--- config.mk ---
export PLATFORM = sky130hd
export DESIGN_NAME = peripheral_port
export DESIGN_NICKNAME = d
export VERILOG_FILES = /design/src/io_ctrl_pkg.sv /design/src/peripheral_port.sv
export SDC_FILE = /design/constraint.sdc
export NUM_CORES = 1
export LEC_CHECK = 0
export ABC_AREA = 1
export ABC_CLOCK_PERIOD_IN_PS = 3600
export BUFFER_PORTS_ARGS = -buffer_cell sky130_fd_sc_hd__buf_4
export CAP_MARGIN = 25
export CORE_MARGIN = 10
export CORE_UTILIZATION = 55
export CTS_BUF_LIST = sky130_fd_sc_hd__clkbuf_4
export CTS_CLUSTER_DIAMETER = 150
export DETAILED_ROUTE_END_ITERATION = 10
export PLACE_DENSITY = 0.75
export SYNTH_ARGS = -nofsm -noshare
export SYNTH_HDL_FRONTEND = slang
export SYNTH_HIERARCHICAL = 1
export SYNTH_SLANG_ARGS = --single-unit
--- constraint.sdc ---
create_clock -name clk -period 3.6 [get_ports clk]
set_clock_uncertainty 0.05 [all_clocks]
set_input_delay 0.54 -clock clk [delete_from_list [all_inputs] [get_ports clk]]
set_output_delay 0.54 -clock clk [all_outputs]
set_load 0.02 [all_outputs]
--- src/io_ctrl_pkg.sv ---
`default_nettype none
package io_ctrl_pkg;

  // ---------------------------------------------------------------
  // Timing
  // ---------------------------------------------------------------
  localparam int         T_MIN_NS      = 185;
  localparam int         CLK_PERIOD_NS = 20;
  localparam logic [3:0] T_MIN_CYC     = 4'((T_MIN_NS + CLK_PERIOD_NS - 1) / CLK_PERIOD_NS);

  // ---------------------------------------------------------------
  // Widths and reset values
  // ---------------------------------------------------------------
  localparam int         WORD_W     = 8;
  localparam int         FIFO_DEPTH = 16;
  localparam logic [7:0] BYTE_ZERO  = 8'h00;
  localparam logic [1:0] CC_ZERO    = 2'h0;

  // Service kinds, coded as {data_or_order_line, in_out_line}
  typedef enum logic [1:0] {
    SVC_DATA_IN   = 2'b00,
    SVC_DATA_OUT  = 2'b01,
    SVC_ORDER_IN  = 2'b10,
    SVC_ORDER_OUT = 2'b11
  } svc_kind_t;

  typedef enum logic [2:0] {
    ST_IDLE    = 3'b000,
    ST_CALL    = 3'b001,
    ST_LOAD    = 3'b010,
    ST_SETUP   = 3'b011,
    ST_STROBE  = 3'b100,
    ST_RELEASE = 3'b101
  } conn_state_t;

  typedef struct packed {
    logic start_op_indicator;
    logic halt_op_indicator;
    logic test_op_indicator;
    logic test_device_indicator;
    logic ack_interrupt_indicator;
    logic ack_service_indicator;
  } fn_ind_t;

  // Cable lines driven by the processor towards this controller
  typedef struct packed {
    fn_ind_t    ind;
    logic       function_strobe;
    logic       strobe_ack;
    logic       end_service;
    logic       end_data;
    logic [7:0] data;
  } link_in_t;

  localparam link_in_t LINK_IDLE = '0;

endpackage
`default_nettype wire

--- src/peripheral_port.sv ---
// Contract
// - Raise service call to request service
// - Hold service call until service indicator
// - Answer strobe with acknowledge or available
// - Interrupt ack returns address, codes, status
// - Service ack answered by calling controller
// - Present condition codes until strobe drops
// - Connect at strobe fall, raise request
// - Keep request type until first acknowledge
// - Response lines carry status or address
// - Keep response lines until strobe drops
// - Keep strobing until acknowledge with end
// - Status on data lines until strobe drops
`timescale 1ns/100ps
`default_nettype none

module fifo_buf #(
  parameter int WIDTH = 8,
  parameter int DEPTH = 16
) (
  input  wire logic             clk,
  input  wire logic             srst,
  input  wire logic             in_valid,
  output logic                  in_ready,
  input  wire logic [WIDTH-1:0] in_data,
  output logic                  out_valid,
  input  wire logic             out_ready,
  output logic      [WIDTH-1:0] out_data
);
  localparam int AW = $clog2(DEPTH);

  logic [WIDTH-1:0] mem [DEPTH];
  logic [AW-1:0]    wr_ptr_r;
  logic [AW-1:0]    rd_ptr_r;
  logic [AW:0]      count_r;
  logic             push;
  logic             pop;

  assign in_ready  = (count_r != (AW+1)'(DEPTH));
  assign out_valid = (count_r != '0);
  assign push      = in_valid && in_ready;
  assign pop       = out_valid && out_ready;
  assign out_data  = mem[rd_ptr_r];

  always_ff @(posedge clk) begin
    if (push) begin
      mem[wr_ptr_r] <= in_data;
    end
  end

  always_ff @(posedge clk) begin
    if (srst) begin
      wr_ptr_r <= '0;
      rd_ptr_r <= '0;
      count_r  <= '0;
    end else begin
      if (push) begin
        wr_ptr_r <= wr_ptr_r + 1'b1;
      end
      if (pop) begin
        rd_ptr_r <= rd_ptr_r + 1'b1;
      end
      if (push && !pop) begin
        count_r <= count_r + 1'b1;
      end else if (pop && !push) begin
        count_r <= count_r - 1'b1;
      end
    end
  end
endmodule

module peripheral_port
  import io_ctrl_pkg::*;
(
  input  wire logic       clk,
  input  wire logic       srst,
  input  wire link_in_t   link_i,
  output logic            service_call,
  output logic            function_acknowledge,
  output logic            available_response,
  output logic            data_or_order_line,
  output logic            in_out_line,
  output logic      [7:0] function_response_lines,
  output logic            request_strobe,
  output logic            end_data_o,
  output logic            end_data_oe,
  output logic      [7:0] data_o,
  output logic            data_oe,
  input  wire logic [7:0] my_addr,
  input  wire logic [7:0] dev_status,
  input  wire logic [1:0] cond_code,
  input  wire logic       irq_pending,
  input  wire logic       svc_req,
  input  wire svc_kind_t  svc_kind,
  output logic            svc_busy,
  input  wire logic [7:0] op_status,
  input  wire logic       tx_valid,
  output logic            tx_ready,
  input  wire logic [7:0] tx_data,
  input  wire logic       tx_last,
  output logic            rx_valid,
  input  wire logic       rx_ready,
  output logic      [7:0] rx_data,
  output logic            order_valid,
  output logic      [7:0] order_byte,
  output logic            term_valid,
  output logic      [7:0] term_byte
);

  // ---------------------------------------------------------------
  // Cable input synchroniser
  // ---------------------------------------------------------------
  link_in_t    meta_r;
  link_in_t    sync_r;

  always_ff @(posedge clk) begin
    if (srst) begin
      meta_r <= LINK_IDLE;
      sync_r <= LINK_IDLE;
    end else begin
      meta_r <= link_i;
      sync_r <= meta_r;
    end
  end

  // ---------------------------------------------------------------
  // Function strobe responder
  // ---------------------------------------------------------------
  conn_state_t state_r;
  logic        fsl_r;
  logic        avo_r;
  logic [7:0]  fr_r;
  logic [1:0]  cc_r;
  logic        st_drive_r;
  logic [7:0]  st_byte_r;
  logic        cpu_op;
  logic        calling;

  assign cpu_op  = sync_r.ind.start_op_indicator | sync_r.ind.halt_op_indicator |
                   sync_r.ind.test_op_indicator | sync_r.ind.test_device_indicator;
  assign calling = (state_r == ST_CALL);

  always_ff @(posedge clk) begin
    if (srst) begin
      fsl_r      <= 1'b0;
      avo_r      <= 1'b0;
      fr_r       <= BYTE_ZERO;
      cc_r       <= CC_ZERO;
      st_drive_r <= 1'b0;
      st_byte_r  <= BYTE_ZERO;
    end else if (!sync_r.function_strobe) begin
      fsl_r      <= 1'b0;
      avo_r      <= 1'b0;
      st_drive_r <= 1'b0;
    end else if (!fsl_r && !avo_r) begin
      if (sync_r.ind.ack_service_indicator) begin
        fsl_r <= calling;
        avo_r <= !calling;
        fr_r  <= my_addr;
        cc_r  <= CC_ZERO;
      end else if (sync_r.ind.ack_interrupt_indicator) begin
        fsl_r      <= irq_pending;
        avo_r      <= !irq_pending;
        fr_r       <= my_addr;
        cc_r       <= cond_code;
        st_drive_r <= irq_pending;
        st_byte_r  <= dev_status;
      end else if (cpu_op && (sync_r.data == my_addr)) begin
        fsl_r <= 1'b1;
        fr_r  <= dev_status;
        cc_r  <= cond_code;
      end
    end
  end

  // ---------------------------------------------------------------
  // Service sequencer
  // ---------------------------------------------------------------
  svc_kind_t   kind_r;
  logic        asc_seen_r;
  logic        granted_r;
  logic [3:0]  cnt_r;
  logic [7:0]  data_r;
  logic        ed_r;
  logic        term_r;
  logic        done_r;
  logic        first_ack_r;
  logic        rx_space;
  logic        can_go;
  logic        conn;
  logic        output_kind;
  logic        ended;

  assign output_kind = kind_r[0];
  assign ended       = ed_r || sync_r.end_data;
  assign conn        = (state_r == ST_LOAD) || (state_r == ST_SETUP) ||
                       (state_r == ST_STROBE) || (state_r == ST_RELEASE);

  always_comb begin
    can_go = 1'b1;
    if (!term_r) begin
      case (kind_r)
        SVC_DATA_IN:  can_go = tx_valid;
        SVC_DATA_OUT: can_go = rx_space;
        default:      can_go = 1'b1;
      endcase
    end
  end

  assign tx_ready = (state_r == ST_LOAD) && can_go && !term_r && (kind_r == SVC_DATA_IN);

  always_ff @(posedge clk) begin
    if (srst) begin
      state_r     <= ST_IDLE;
      kind_r      <= SVC_DATA_IN;
      asc_seen_r  <= 1'b0;
      granted_r   <= 1'b0;
      cnt_r       <= 4'h0;
      data_r      <= BYTE_ZERO;
      ed_r        <= 1'b0;
      term_r      <= 1'b0;
      done_r      <= 1'b0;
      first_ack_r <= 1'b0;
    end else begin
      case (state_r)
        ST_IDLE: begin
          asc_seen_r  <= 1'b0;
          granted_r   <= 1'b0;
          term_r      <= 1'b0;
          done_r      <= 1'b0;
          first_ack_r <= 1'b0;
          ed_r        <= 1'b0;
          if (svc_req) begin
            kind_r  <= svc_kind;
            state_r <= ST_CALL;
          end
        end
        ST_CALL: begin
          if (sync_r.ind.ack_service_indicator) begin
            asc_seen_r <= 1'b1;
          end
          if (fsl_r && sync_r.ind.ack_service_indicator) begin
            granted_r <= 1'b1;
          end
          if (granted_r && !sync_r.function_strobe) begin
            state_r <= ST_LOAD;
          end
        end
        ST_LOAD: begin
          if (can_go) begin
            cnt_r   <= T_MIN_CYC;
            ed_r    <= 1'b0;
            state_r <= ST_SETUP;
            if (!term_r) begin
              case (kind_r)
                SVC_ORDER_IN: begin
                  data_r <= op_status;
                  ed_r   <= 1'b1;
                end
                SVC_ORDER_OUT: ed_r <= 1'b1;
                SVC_DATA_IN: begin
                  data_r <= tx_data;
                  ed_r   <= tx_last;
                end
                default: ed_r <= 1'b0;
              endcase
            end
          end
        end
        ST_SETUP: begin
          if (cnt_r == 4'h0) begin
            state_r <= ST_STROBE;
          end else begin
            cnt_r <= cnt_r - 4'h1;
          end
        end
        ST_STROBE: begin
          if (sync_r.strobe_ack) begin
            first_ack_r <= 1'b1;
            state_r     <= ST_RELEASE;
            if (sync_r.end_service) begin
              done_r <= 1'b1;
            end else if (ended) begin
              term_r <= 1'b1;
            end
          end
        end
        ST_RELEASE: begin
          if (!sync_r.strobe_ack) begin
            state_r <= done_r ? ST_IDLE : ST_LOAD;
          end
        end
        default: state_r <= ST_IDLE;
      endcase
    end
  end

  // ---------------------------------------------------------------
  // Captured bytes from the processor
  // ---------------------------------------------------------------
  logic rx_push;
  logic ack_edge;

  assign ack_edge = (state_r == ST_STROBE) && sync_r.strobe_ack;
  assign rx_push  = ack_edge && !sync_r.end_service && !term_r && (kind_r == SVC_DATA_OUT);

  always_ff @(posedge clk) begin
    if (srst) begin
      order_valid <= 1'b0;
      order_byte  <= BYTE_ZERO;
      term_valid  <= 1'b0;
      term_byte   <= BYTE_ZERO;
    end else begin
      order_valid <= ack_edge && !term_r && !sync_r.end_service && (kind_r == SVC_ORDER_OUT);
      term_valid  <= ack_edge && sync_r.end_service;
      if (ack_edge && !term_r && (kind_r == SVC_ORDER_OUT)) begin
        order_byte <= sync_r.data;
      end
      if (ack_edge && sync_r.end_service) begin
        term_byte <= sync_r.data;
      end
    end
  end

  fifo_buf #(
    .WIDTH (WORD_W),
    .DEPTH (FIFO_DEPTH)
  ) rx_fifo (
    .clk       (clk),
    .srst      (srst),
    .in_valid  (rx_push),
    .in_ready  (rx_space),
    .in_data   (sync_r.data),
    .out_valid (rx_valid),
    .out_ready (rx_ready),
    .out_data  (rx_data)
  );

  // ---------------------------------------------------------------
  // Cable outputs
  // ---------------------------------------------------------------
  logic conn_drive;

  assign conn_drive = ((state_r == ST_SETUP) || (state_r == ST_STROBE)) &&
                      !output_kind && !term_r;

  assign service_call            = calling && !asc_seen_r;
  assign function_acknowledge    = fsl_r;
  assign available_response      = avo_r;
  assign function_response_lines = fr_r;
  // codes during response, kind when connected
  assign data_or_order_line      = (fsl_r || avo_r) ? cc_r[1] : (conn & kind_r[1]);
  assign in_out_line             = (fsl_r || avo_r) ? cc_r[0] : (conn & kind_r[0]);
  assign request_strobe          = (state_r == ST_STROBE);
  assign end_data_o              = ed_r;
  assign end_data_oe             = (state_r == ST_SETUP || state_r == ST_STROBE) && ed_r;
  // status on data lines for interrupt ack
  assign data_o                  = st_drive_r ? st_byte_r : data_r;
  assign data_oe                 = st_drive_r || conn_drive;
  assign svc_busy                = (state_r != ST_IDLE);
endmodule
`default_nettype wire

Word-level counts from Yosys, hierarchy flattened
Memories as Yosys holds them, arrays and structs flattened. A register that Yosys moved wholly into a read port is not among the register bits. Cells that the tools add are included.

Register bits: 110. Output and inout bits: 54. Bits of input ports: 61. Memories kept: 1. Word-level logic and storage cells: 200. Memory bits (writable): 128.

Memories: rx_fifo.mem (words 16, width 8, rd ports 1, clocked after Yosys merged registers in 1, write ports 1, RTL line peripheral_port.sv:32) `logic [WIDTH-1:0] mem [DEPTH];`.

Muxes and demuxes: 49. Add/subtract/negate cells: 5. Bitwise operators: 8. Reduce and logical (&&, ||, !) cells: 71. Equal/unequal tests: 22.

Operator list (count): $mux 8 (4); $logic_and 1x1->1 (24); $mux 1 (19); $mux 3 (6); $pmux 3 s6 (1); $mux 4 (4); $pmux 8 s2 (1); $ne 2x2->1 const B (7); $pmux 1 s2 (7); $reduce_bool 2->1 (7); $reduce_and 2->1 (6); $reduce_and 3->1 (4); $reduce_and 4->1 (3); $logic_not 1->1 (11); $mux 5 (2); $ne 2x1->1 const B (5); $add 4x1->4 const B (2); $eq 8x8->1 (1); $mux 2 (4); $pmux 4 s2 (1); $logic_or 1x1->1 (7); $eq 3x2->1 const B (2); $eq 3x3->1 const B (2); $reduce_and 6->1 (1); other kinds (16) (24).

Longest topological paths before layout
Depth after elaboration: 10. Gate-level depth with buffers: 16. Depth with buffers taken out: 16.

Modules after synthesis
The synthesis kept the hierarchy.

Modules (own cells, without submodules): fifo_buf (cells each 655, instances 1, sequential area each 4184.0 um^2, area each 6477.5 um^2); peripheral_port (cells each 571, instances 1, sequential area each 1941.9 um^2, area each 4040.1 um^2).

Worst setup path after synthesis
OpenSTA, ideal clock, no wires.

Path kind: register to register. Start: reg state_r[0]. End: reg rx_fifo.count_r[4]. Cell stages (with the launch flop): 16. Period minus slack after synthesis: 2795 ps. Setup slack: 805 ps. Setup time: 115 ps. Data arrival time: 2629 ps. Data required time: 3435 ps. Buffers on the path: 0. Cells stage by stage: dfxtp_1 -> nor2_2 -> inv_1 -> nor2_4 -> nand3_1 -> nor3_1 -> nand2_2 -> inv_2 -> ha_1 -> inv_1 -> ha_1 -> or2_2 -> nand3_1 -> nand2_1 -> o21ai_0 -> inv_1.

Cells in the longest elaborated chain, start to end: 9. Elaborated cells between the ends (all ways): 11. Classes of those cells: eq/ne (1); mux (1); reduce/logical (9).

Ends and longest elaborated chain: start: declaration (RTL line peripheral_port.sv:129) `conn_state_t state_r;`; start signal: assignment (RTL line peripheral_port.sv:290) `state_r <= done_r ? ST_IDLE : ST_LOAD;`; $eq 3x3->1 (*); net request_strobe (RTL line peripheral_port.sv:84) `output logic request_strobe,`; $logic_and 1x1->1 (*) (RTL line peripheral_port.sv:304) `assign ack_edge = (state_r == ST_STROBE) && sync_r.strobe_ack;`; $logic_and 1x1->1 (*) (3 in series) (RTL line peripheral_port.sv:305) `assign rx_push = ack_edge && !sync_r.end_service && !term_r && (kind_r == SVC_DATA_OUT);`; net rx_push (RTL line peripheral_port.sv:301) `logic rx_push;`; $logic_and 1x1->1 (*) (RTL line peripheral_port.sv:41) `assign push = in_valid && in_ready;`; net rx_fifo.push (RTL line peripheral_port.sv:36) `logic push;`; $logic_not 1->1 (RTL line peripheral_port.sv:65) `end else if (pop && !push) begin`; $logic_and 1x1->1 (RTL line peripheral_port.sv:65); $reduce_bool 2->1 (no source line); end signal: assignment (RTL line peripheral_port.sv:64) `count_r <= count_r + 1'b1;`; end signal: assignment (RTL line peripheral_port.sv:66) `count_r <= count_r - 1'b1;`; end: declaration (RTL line peripheral_port.sv:35) `logic [AW:0] count_r;`.

Mark *: on every way through the listed nets, which the timed path passes. The rest lies on a longest branch. A chain may end at the register's enable or synchronous reset.

==> results.yml <==
worst_setup_path:
  cpMaxStageDelayCell: "dfxtp_1"
  reg2reg_slack_ns: 0.50
  critPathKind: "register to output pin"
  crit_fanout: 17
  max_stage_delay_ns: 0.77
  worstPathCellList: "inv_1 > nand3_1 > nand3_1 > nand2_1 > buf_4"
  cp-start-kind: "register"
  cp_data_arrival_time_ns: 2.57
  cpMostUsedCell: "nand3_1"
  end_kind: "output pin"
  cp_data_required_time_ns: 3.01
logic_synthesis:
  syn_area_per_cell_um2: 8.58
  seq_area_frac_synth_pct: 58.2
  ys_seq_elements: 242
  yosys_most_used_dff: "edfxtp_1"
  netlist_area_mm2: 0.0105
  async_flop_share_pct: 0
  synth.distinct_cells: 35
  postSynthCellCount: 1226
  synth_edf_count: 128
  yosys_warnings: 6
  syn_nets: 1300
floorplanning:
  rows: 50
  die_w_um: 158
  die_h_um: 158
  boundaryPins: 115
  fp.coreArea_mm2: 0.0188
  start_util_pct: 56.0
  dieArea_mm2: 0.0251
clock_network:
  cts_tree: "yes"
  clock_sinks: 242
  cts_buffer_depth: 3
  cts-root-buf: "clkbuf_4"
  numCtsBuffers: 58
  clock_latency_ns: 0.71
  postCtsSetupRepairBufs: 0
  clk_pin_slew_worst_paths_ns: 0.07
  htreeDepth: 2
grt:
  grt_pass1_vias: 7979
  grt_max_degree: 60
  overflow: 0
  grt_pass1_wl_um: 40600
  grt_usage_pct: 20.6
  grt_antenna_before_repair: 1
finish:
  mostFrequentLayoutCells: "nand2_1, inv_1, nor2_1, buf_4, edfxtp_1"
  syn2layout_area_growth_pct: 18.5
  regArea_mm2: 0.00613
  final_common_cell: "nand2_1"
  drive_gt1_share_pct: 17.2
  fill_cells: 1544
  nets: 1467
  multi_input_area_mm2: 0.00337
placement:
  numPortBuffers: 114
  hpwl_um: 17700
  place.gp.congestion: 0.893
drt:
  firstDrtPassIters: 5
  drt-total-wl_um: 26000
  drc: 0
  postRouteAntennaNets: 0
  wl_per_cell_um: 15.5
  drt-vias-per-instance: 4.99
  via_count: 8368
  drt_iter0_drc: 581
pwr:
  power.static_leakage_nw: 5.84
  p_total_w: 0.00705
  ir_drop_mv: 0.410
  power_density_mw_per_mm2: 565
sta:
  hold_viol: 0
  finalSetupTns_ns: 0
  relSlewSlack_pct: 39.3
  final_max_slew_viol_count: 0
  finalCritPeriodShare_pct: 87.8
  rsz0062_at_grt: "false"
  tightestPinTransition_ns: 0.910
  finalSetupViolCount: 0
  min_period_ns: 3.16
  fmax_ghz: 0.316
status:
  status: "completed"
min_path:
  hold_path_class: "input pin to register"
job:
  drv_cap: 0
-- what timing repair did --
item / 4_1_cts / 5_1_grt
hold endpoints to repair: 17 / 0
resized for setup: 0 / 0
hold buffers: 17 / 0
-- kinds of logic (layout without fill, tap and decap cells) --
logic type,Yosys count,after routing,share of synthesized area [%]
and+or+nand+nor,628,628,25.1
buffers and inverters,247,463,9.72
DFF,242,242,58.2
AOI/OAI and AO/OA,82,82,4.04
adders and majority gates,13,13,1.62
muxes,9,9,0.868
xor gates and xnor gates,5,5,0.416
other,0,1,0
-- worst paths after layout --
path                        endpoint  cells after the start        from
setup / recovery          rx_data[5]                      5    register
hold / removal            meta_r[14]                      3  link_i[14]
setup reg to reg  rx_fifo/count_r[4]                     15  state_r[1]
hold reg to reg           sync_r[13]                      2  meta_r[13]
-- Yosys cell counts (3+ instances only) --
cell,count,area (um^2)
nor3_1,5,25.0
dfxtp_1,114,2280
clkbuf_1,12,45.0
buf_4,3,22.5
nand3_1,115,576
buf_1,3,11.3
nand2_2,8,50.1
ha_1,12,150
inv_2,5,18.8
nand2_1,311,1170
inv_1,201,754
buf_6,9,101
nor2_1,167,627
nor2_2,4,25.0
edfxtp_1,128,3840
a21oi_1,37,185
buf_2,13,65.1
nand4_1,5,31.3
xor2_1,5,43.8
mux2i_1,8,80.1
o21ai_0,41,205
-- flip-flops by register name, summed over array words and instances (netlist names), 5 cells and up, named ones only --
signal	cells
sync_r	18
rx_fifo/mem	128
order_byte	8
function_response_lines	8
st_byte_r	8
rx_fifo/count_r	5
meta_r	18
data_r	8
term_byte	8
-- report_power, final --
part,internal (W),leakage [nW],switching [W]
logic,0.000637,3.29,0.00110
clock network,0.00110,0.442,0.00108
registers,0.00301,2.11,0.000124
-- per-stage QoR --
| step | instance area (um^2) | hold WS, ns | setup slack [ns] | cells | utilization (%) |
|---|---|---|---|---|---|
| after floorplan | 10500 | 0.338 | 0.805 | 1226 | - |
| after global placement | 11600 | 0.340 | 0.606 | 1550 | 61.6 |
| after detailed placement | 11600 | 0.342 | 0.534 | 1550 | 61.6 |
| after CTS | 12500 | 0.0153 | 0.442 | 1676 | 66.4 |
| after global routing | 12500 | 0.0356 | 0.162 | 1677 | 66.4 |
| final | 12500 | 0.0611 | 0.440 | 1677 | 66.4 |
-- per-layer routing --
metal | GRT usage [%] | wire [um] | share of wire (%)
met1 | 25.3 | 10600 | 41
met2 | 34.6 | 13000 | 50
met3 | 4.64 | 1890 | 7.3
met4 | 7.90 | 591 | 2.3
met5 | 0 | 0 | 0
-- worst max-delay path: cells and delay by family, from the launching register on --
family / cells / cell delay (ns)
buffers and inverters: 2 / 0.62
flip-flops: 1 / 0.77
AND/OR/NAND/NOR: 3 / 0.50
-- area by class of cell --
type / count / area share (%)
clock buffers: 79 / 4.76
flip-flops and latches: 242 / 49.1
diodes: 1 / 0.0201
multi-input cells: 737 / 27.0
repair buffers: 147 / 9.29
well taps: 234 / 2.35
inverters: 207 / 6.23
clock inverters: 30 / 1.17
(Power assumes the default switching activity.)
